$ cat config.mk
export PLATFORM = sky130hd
export DESIGN_NAME = host_port_master
export DESIGN_NICKNAME = d
export VERILOG_FILES = /design/src/common/host_port_pkg.sv /design/src/core/host_port_master.sv /design/src/core/word_skid.sv /design/src/core/strobe_timer.sv
export VERILOG_INCLUDE_DIRS = /design/src /design/src/common
export SDC_FILE = /design/constraint.sdc
export NUM_CORES = 1
export LEC_CHECK = 0
export BUFFER_PORTS_ARGS = -buffer_cell sky130_fd_sc_hd__buf_2
export CAP_MARGIN = 30
export CORE_ASPECT_RATIO = 0.5
export CORE_UTILIZATION = 42
export CTS_BUF_LIST = sky130_fd_sc_hd__clkbuf_8
export CTS_CLUSTER_DIAMETER = 200
export CTS_CLUSTER_SIZE = 8
export DETAILED_ROUTE_END_ITERATION = 8
export GPL_ROUTABILITY_DRIVEN = 0
export HOLD_SLACK_MARGIN = 0.02
export PLACE_DENSITY_LB_ADDON = 0.3
export SLEW_MARGIN = 40
export SYNTH_ARGS = -nofsm -noshare
export SYNTH_HDL_FRONTEND = slang
export SYNTH_SLANG_ARGS = --single-unit
$ cat constraint.sdc
create_clock -name clk_sys -period 3.2 [get_ports clk_sys]
set_input_delay 0.64 -clock clk_sys [delete_from_list [all_inputs] [get_ports clk_sys]]
set_output_delay 0.64 -clock clk_sys [all_outputs]
set_load 0.02 [all_outputs]
$ cat src/common/host_port_map.svh
// constants for the host-side halfword port controller
`ifndef HOST_PORT_MAP_SVH
`define HOST_PORT_MAP_SVH
`define HP_SEL_CONTROL 2'h0
`define HP_SEL_DATA_INC 2'h1
`define HP_SEL_ADDRESS 2'h2
`define HP_SEL_DATA_FIX 2'h3
`define HP_DIR_READ 1'h1
`define HP_DIR_WRITE 1'h0
`define HP_ORDER_BIT 0
`define HP_ORDER_MIRROR_BIT 8
`define HP_SETUP_NS 20
`define HP_SETUP_CYC ((`HP_SETUP_NS + 9) / 10)
`define HP_HOLD_NS 20
`define HP_HOLD_CYC ((`HP_HOLD_NS + 9) / 10)
`define HP_CNT_W 4
`endif

$ cat src/common/host_port_pkg.sv
// types shared by the host-side halfword port controller
package host_port_pkg;
  typedef logic [1:0] access_t;
  typedef enum logic [2:0]
  {
    ST_IDLE = 3'b000,
    ST_SETUP = 3'b001,
    ST_STROBE = 3'b010,
    ST_WAITRDY = 3'b011,
    ST_RELEASE = 3'b100,
    ST_DONE = 3'b101
  } phase_e;
endpackage : host_port_pkg

$ cat src/core/host_port_master.sv
// host-side controller driving the multiplexed halfword port pins
`timescale 1ns/10ps
`include "host_port_map.svh"
module host_port_master #(
  parameter int SETUP_CYC = `HP_SETUP_CYC,
  parameter int HOLD_CYC = `HP_HOLD_CYC
) (
  input wire logic clk_sys,
  input wire logic resetn,
  input wire logic reqValid,
  output logic reqReady,
  input wire host_port_pkg::access_t reqAccess,
  input wire logic reqRead,
  input wire logic reqSingle,
  input wire logic reqMsbFirst,
  input wire logic [31:0] reqWdata,
  output logic rspValid,
  input wire logic rspReady,
  output logic [31:0] rspRdata,
  output logic [1:0] access_select,
  output logic direction_select,
  output logic halfword_position,
  output logic port_selectN,
  output logic data_strobe_aN,
  output logic data_strobe_bN,
  output logic [15:0] hdOut,
  output logic hdOeN,
  input wire logic [15:0] hdIn,
  input wire logic wait_indicator
);
  import host_port_pkg::*;
  initial
  begin
    if (SETUP_CYC < 1 || SETUP_CYC > 15) $error("setup count out of range");
    if (HOLD_CYC < 1 || HOLD_CYC > 15) $error("hold count out of range");
  end
  // ==========================================
  // helpers
  // order bit decides which halfword of the word goes on the pins first
  function automatic logic [15:0] pickHalf(input logic [31:0] w, input logic msbFirst,
                                           input logic second);
    pickHalf = (msbFirst ^ second) ? w[31:16] : w[15:0];
  endfunction : pickHalf
  function automatic logic isControl(input access_t a);
    isControl = (a == `HP_SEL_CONTROL);
  endfunction : isControl
  // ==========================================
  // request latch
  phase_e state_q;
  phase_e state_d;
  access_t access_q;
  logic read_q;
  logic single_q;
  logic msbFirst_q;
  logic [31:0] wdata_q;
  logic second_q;
  logic [31:0] rdata_q;
  logic pushValid;
  logic pushReady;
  logic timerLoad;
  logic [`HP_CNT_W-1:0] timerValue;
  logic timerDone;
  logic lastHalf;
  assign reqReady = (state_q == ST_IDLE);
  assign lastHalf = second_q || (single_q && isControl(access_q));
  always_ff @(posedge clk_sys or negedge resetn)
  begin
    if (!resetn)
    begin
      access_q <= `HP_SEL_CONTROL;
      read_q <= `HP_DIR_READ;
      single_q <= 1'b0;
      msbFirst_q <= 1'b0;
      wdata_q <= '0;
    end
    else if (reqValid && reqReady)
    begin
      access_q <= reqAccess;
      read_q <= reqRead;
      single_q <= reqSingle && isControl(reqAccess);
      msbFirst_q <= reqMsbFirst;
      wdata_q <= reqWdata;
    end
  end
  // ==========================================
  // sequencer
  always_comb
  begin
    state_d = state_q;
    timerLoad = 1'b0;
    timerValue = '0;
    pushValid = 1'b0;
    case (state_q)
      ST_IDLE:
      begin
        if (reqValid)
        begin
          state_d = ST_SETUP;
          timerLoad = 1'b1;
          timerValue = `HP_CNT_W'(SETUP_CYC);
        end
      end
      ST_SETUP:
        if (timerDone) state_d = ST_STROBE;
      ST_STROBE:
        state_d = ST_WAITRDY;
      ST_WAITRDY:
      begin
        // the ready level is only trusted a cycle after the strobe fell
        if (!wait_indicator)
        begin
          state_d = ST_RELEASE;
          timerLoad = 1'b1;
          timerValue = `HP_CNT_W'(HOLD_CYC);
        end
      end
      ST_RELEASE:
      begin
        if (timerDone)
        begin
          if (lastHalf) state_d = ST_DONE;
          else
          begin
            state_d = ST_SETUP;
            timerLoad = 1'b1;
            timerValue = `HP_CNT_W'(SETUP_CYC);
          end
        end
      end
      ST_DONE:
      begin
        pushValid = 1'b1;
        if (pushReady) state_d = ST_IDLE;
      end
      default:
        state_d = ST_IDLE;
    endcase
  end
  always_ff @(posedge clk_sys or negedge resetn)
  begin
    if (!resetn) state_q <= ST_IDLE;
    else state_q <= state_d;
  end
  always_ff @(posedge clk_sys or negedge resetn)
  begin
    if (!resetn) second_q <= 1'b0;
    else if (state_q == ST_IDLE) second_q <= 1'b0;
    else if (state_q == ST_RELEASE && timerDone && !lastHalf) second_q <= 1'b1;
  end
  // ==========================================
  // read data capture, before the strobe rises
  always_ff @(posedge clk_sys or negedge resetn)
  begin
    if (!resetn) rdata_q <= '0;
    else if (state_q == ST_WAITRDY && !wait_indicator && read_q)
    begin
      if (isControl(access_q))
        rdata_q <= {hdIn, hdIn};
      else if (msbFirst_q ^ second_q)
        rdata_q[31:16] <= hdIn;
      else
        rdata_q[15:0] <= hdIn;
    end
  end
  // ==========================================
  // pins
  logic strobe_q;
  always_ff @(posedge clk_sys or negedge resetn)
  begin
    if (!resetn)
    begin
      access_select <= `HP_SEL_CONTROL;
      direction_select <= `HP_DIR_READ;
      halfword_position <= 1'b0;
      port_selectN <= 1'b1;
      strobe_q <= 1'b0;
      hdOut <= '0;
      hdOeN <= 1'b1;
    end
    else
    begin
      access_select <= access_q;
      direction_select <= read_q;
      halfword_position <= isControl(access_q) ? 1'b0 : second_q;
      // select held across both halves so the device never sees a strobe while deselected
      port_selectN <= (state_d == ST_IDLE) || (state_d == ST_DONE);
      strobe_q <= (state_d == ST_STROBE) || (state_d == ST_WAITRDY);
      hdOut <= pickHalf(wdata_q, msbFirst_q, second_q);
      hdOeN <= read_q || (state_d == ST_IDLE) || (state_d == ST_DONE);
    end
  end
  // one active-low strobe used, the other tied inactive; wait indicator drops on deselect anyway
  assign data_strobe_aN = ~strobe_q;
  assign data_strobe_bN = 1'b1;
  // ==========================================
  // parts
  strobe_timer #(
    .CNT_W(`HP_CNT_W)
  ) u_timer (
    .clk_sys(clk_sys),
    .resetn(resetn),
    .load(timerLoad),
    .loadValue(timerValue),
    .expired(timerDone)
  );
  // address increment per data access is the device's business
  word_skid #(
    .WIDTH(32)
  ) u_skid (
    .clk_sys(clk_sys),
    .resetn(resetn),
    .inValid(pushValid),
    .inReady(pushReady),
    .inData(read_q ? rdata_q : wdata_q),
    .outValid(rspValid),
    .outReady(rspReady),
    .outData(rspRdata)
  );
endmodule : host_port_master

$ cat src/core/word_skid.sv
// two-entry buffer between the word source and its consumer
`timescale 1ns/10ps
module word_skid #(
  parameter int WIDTH = 32
) (
  input wire logic clk_sys,
  input wire logic resetn,
  input wire logic inValid,
  output logic inReady,
  input wire logic [WIDTH-1:0] inData,
  output logic outValid,
  input wire logic outReady,
  output logic [WIDTH-1:0] outData
);
  // ==========================================
  // storage
  logic [WIDTH-1:0] mem_q [2];
  logic wrPtr_q;
  logic rdPtr_q;
  logic [1:0] count_q;
  logic push;
  logic pop;
  initial
  begin
    if (WIDTH < 1) $error("word_skid width too small");
  end
  assign inReady = (count_q != 2'h2);
  assign outValid = (count_q != 2'h0);
  assign outData = mem_q[rdPtr_q];
  assign push = inValid && inReady;
  assign pop = outValid && outReady;
  always_ff @(posedge clk_sys or negedge resetn)
  begin
    if (!resetn)
    begin
      mem_q[0] <= '0;
      mem_q[1] <= '0;
    end
    else if (push)
    begin
      mem_q[wrPtr_q] <= inData;
    end
  end
  always_ff @(posedge clk_sys or negedge resetn)
  begin
    if (!resetn)
    begin
      wrPtr_q <= 1'b0;
      rdPtr_q <= 1'b0;
      count_q <= 2'h0;
    end
    else
    begin
      if (push) wrPtr_q <= ~wrPtr_q;
      if (pop) rdPtr_q <= ~rdPtr_q;
      count_q <= count_q + {1'b0, push} - {1'b0, pop};
    end
  end
endmodule : word_skid

$ cat src/core/strobe_timer.sv
// phase counter that paces strobe setup and hold
`timescale 1ns/10ps
module strobe_timer #(
  parameter int CNT_W = 4
) (
  input wire logic clk_sys,
  input wire logic resetn,
  input wire logic load,
  input wire logic [CNT_W-1:0] loadValue,
  output logic expired
);
  logic [CNT_W-1:0] count_q;
  initial
  begin
    if (CNT_W < 2) $error("strobe_timer counter too narrow");
  end
  assign expired = (count_q == '0);
  always_ff @(posedge clk_sys or negedge resetn)
  begin
    if (!resetn) count_q <= '0;
    else if (load) count_q <= loadValue;
    else if (count_q != '0) count_q <= count_q - 1'b1;
  end
endmodule : strobe_timer

==> impl_metrics.ini <==
[status]
status = completed

[layout]
final_common_cell = dfrtp_1
fin_nets = 722
syn_to_final_growth_pct = 16.15
fillers = 1458
layout_common_cells = 164 x dfrtp_1, 113 x buf_2, 97 x mux2_2, 67 x nand2_1, 65 x o21ai_0
antennaDiodeCount = 0
final_cell_count_no_fill = 900
drive_above_1_share = 0.4309

[sta]
min_period_over_period = 0.7770
fmax_mhz = 402.2
final-hold-violation-count = 0
finalSetupViolCount = 0
final_max_slew_viol_count = 0
fin_tns_setup_ns = 0
tightestPinTransition_ns = 0.7022
rsz0062_at_grt = false
timing.final.crit_period_ns = 2.486
max-slew-margin-rel = 0.5318
finalClockSkew_ns = 0.01672

[floorplan]
num_rows = 33
die_area_mm2 = 0.01766
die_w_um = 186.9
core_mm2 = 0.01656
initial_core_util = 0.4337
die_height_um = 94.46
io_pins = 116

[setup_path]
r2r_start = second_q
cp-start-kind = flip-flop
path_class = reg -> out
r2r_end = rdata_q[13]
r2r_cells = 4
critPathCaptureType = primary output
crit_arrival_ns = 1.85
worstPathRequired_ns = 2.56
worst-path-max-fanout = 26
ff2ff_setup_slack_ns = 1.03

[synth]
synthFlopType = dfrtp_1
yosysTopAreaCell = dfrtp_1
synth_top_area_frac = 0.5715
syn_avg_cell_area_um2 = 13.06
synthCells = 550
ys_seq_area_frac = 0.5862
yosys_warnings = 0
synthTopCellsByArea = dfrtp_1 57%, mux2_2 15%, mux2i_1 4.6%, o21ai_0 4.5%, mux2_4 4.2%
synth_nets = 611
synth-edff-count = 0
synth-seq-cells = 168
async_reset_ff_frac = 1.000
synthesis.area_mm2 = 0.007181
post_synth_num_cell_types = 44

[cts]
clock_sinks = 168
cts_buffers = 17
cts_hold_buffers = 0
htreeDepth = 4
cts_setup_buffers = 0
path_clk_slew_ns = 0.09
cts_tree = yes
cts_buffer_depth = 2
cts_root_buf = clkbuf_8
insertion_delay_ns = 0.45
cts-resized-gates = 0

[global_route]
grt_pass1_vias = 4286
grt_pass1_wl_um = 23580
grt_usage = 0.1801
grt_max_degree = 86
overflow = 0
antenna_found_initial = 0

[power]
combPwrFrac = 0.406
p_int_w = 0.005404
leakage_nw = 3.994
seqPwrFrac = 0.420
cellPowerDensity_mw_per_mm2 = 1040
p_sw_frac = 0.3768
ir_drop_v = 0.0004778
switching_power_w = 0.003267
power_frac_clock = 0.174

[place]
portBuffers = 114
dp_hpwl_um = 10680
placed_cells = 869

[route]
firstDrtPassIters = 6
routedWlPerCell_um = 16.88
vias_per_cell = 4.883
ant_nets = 0
drt_iter0_markers = 208
drcViolationCount = 0
dr_total_vias = 4395
finalWirelength_um = 15190

[worst_hold_path]
hp-class = in -> async

[flow_run]
cap_violations = 0
state kept, by name, summed over array words and instances, names as in the netlist:
signal / flops
single_q: 1
hdOeN: 1
u_skid.mem_q: 64
read_q: 1
port_selectN: 1
access_select: 2
state_q: 3
msbFirst_q: 1
second_q: 1
halfword_position: 1
u_timer.count_q: 4
u_skid.wrPtr_q: 1
hdOut: 16
direction_select: 1
strobe_q: 1
access_q: 2
u_skid.count_q: 2
u_skid.rdPtr_q: 1
rdata_q: 32
wdata_q: 32
cell usage after synthesis, types with 3 or more instances:
library cell	n
dfrtp_1	164
mux2_2	97
nand2_1	68
o21ai_0	65
mux2i_1	33
mux2_4	20
clkbuf_1	19
inv_1	9
nor2_1	9
a21oi_1	6
buf_4	5
dfstp_2	4
nand2b_1	4
xnor2_1	4
buf_2	3
ha_1	3
nand3_1	3
how the worst max path moves through the flow:
stage | end | start | cells past startpoint
CTS | rspRdata[22] | u_skid.rdPtr_q | 3
finish | rspRdata[31] | u_skid.rdPtr_q | 3
detailed placement | rdata_q[13] | wait_indicator | 5
global placement | rdata_q[12] | wait_indicator | 5
floorplan | rdata_q[0] | wait_indicator | 5
global route | rspRdata[31] | u_skid.rdPtr_q | 3
stage by stage:
step                      area, um2  total power, W  setup slack (ns)  hold slack [ns]  utilization
after global placement         7944        0.007135            0.8219           0.4130       0.4798
after floorplan                7181        0.006115             1.215           0.3444            -
after detailed placement       7944        0.007224            0.7982           0.4307       0.4798
after CTS                      8338        0.008751            0.6600           0.2613       0.5036
after global routing           8341        0.009231            0.6053           0.2528       0.5037
final                          8341        0.008671            0.7138           0.2217       0.5037
kinds of logic (layout without fill, tap and decap cells):
logic type,count (synthesis),count (layout),synth area share
flip-flops,168,168,0.5862
multiplexers,150,150,0.2399
AND/OR/NAND/NOR,101,101,0.06778
AO/OA/AOI/OAI,79,79,0.05768
buffers and inverters,41,164,0.03311
XOR/XNOR,7,7,0.009584
adder cells (fa/ha/maj),3,3,0.005228
other,1,1,0.0005222
per-layer routing:
metal	part of all wire	up-vias	GRT usage
met4	0.0092	0	0.05533
met5	0	-	0
met1	0.53	2189	0.2670
met2	0.43	75	0.2615
li1	-	2119	-
met3	0.032	12	0.04088
worst max-delay path, stage by stage, from the launching register on:
cell	delay, ns
dfrtp_1	0.59
buf_12	0.25
mux2_2	0.39
buf_2	0.17
layout make-up:
cell class | count | area (um2) | area share
repair buffers | 124 | 679.4 | 0.08146
clock inverters | 13 | 146.4 | 0.01755
multi-input cells | 341 | 2740 | 0.3285
inverters | 9 | 33.78 | 0.004050
clock buffers | 18 | 247.7 | 0.02970
well taps | 227 | 284.0 | 0.03405
flip-flops and latches | 168 | 4209 | 0.5047
power groups by stage:
stage	registers (W)	clock network (W)	logic [W]
floorplan	0.00365	0	0.00246
global placement	0.00365	0	0.00349
detailed placement	0.00369	0	0.00354
CTS	0.00364	0.00156	0.00355
global route	0.00376	0.00165	0.00383
finish	0.00364	0.00151	0.00352
Power figures use the tool's default switching activity.
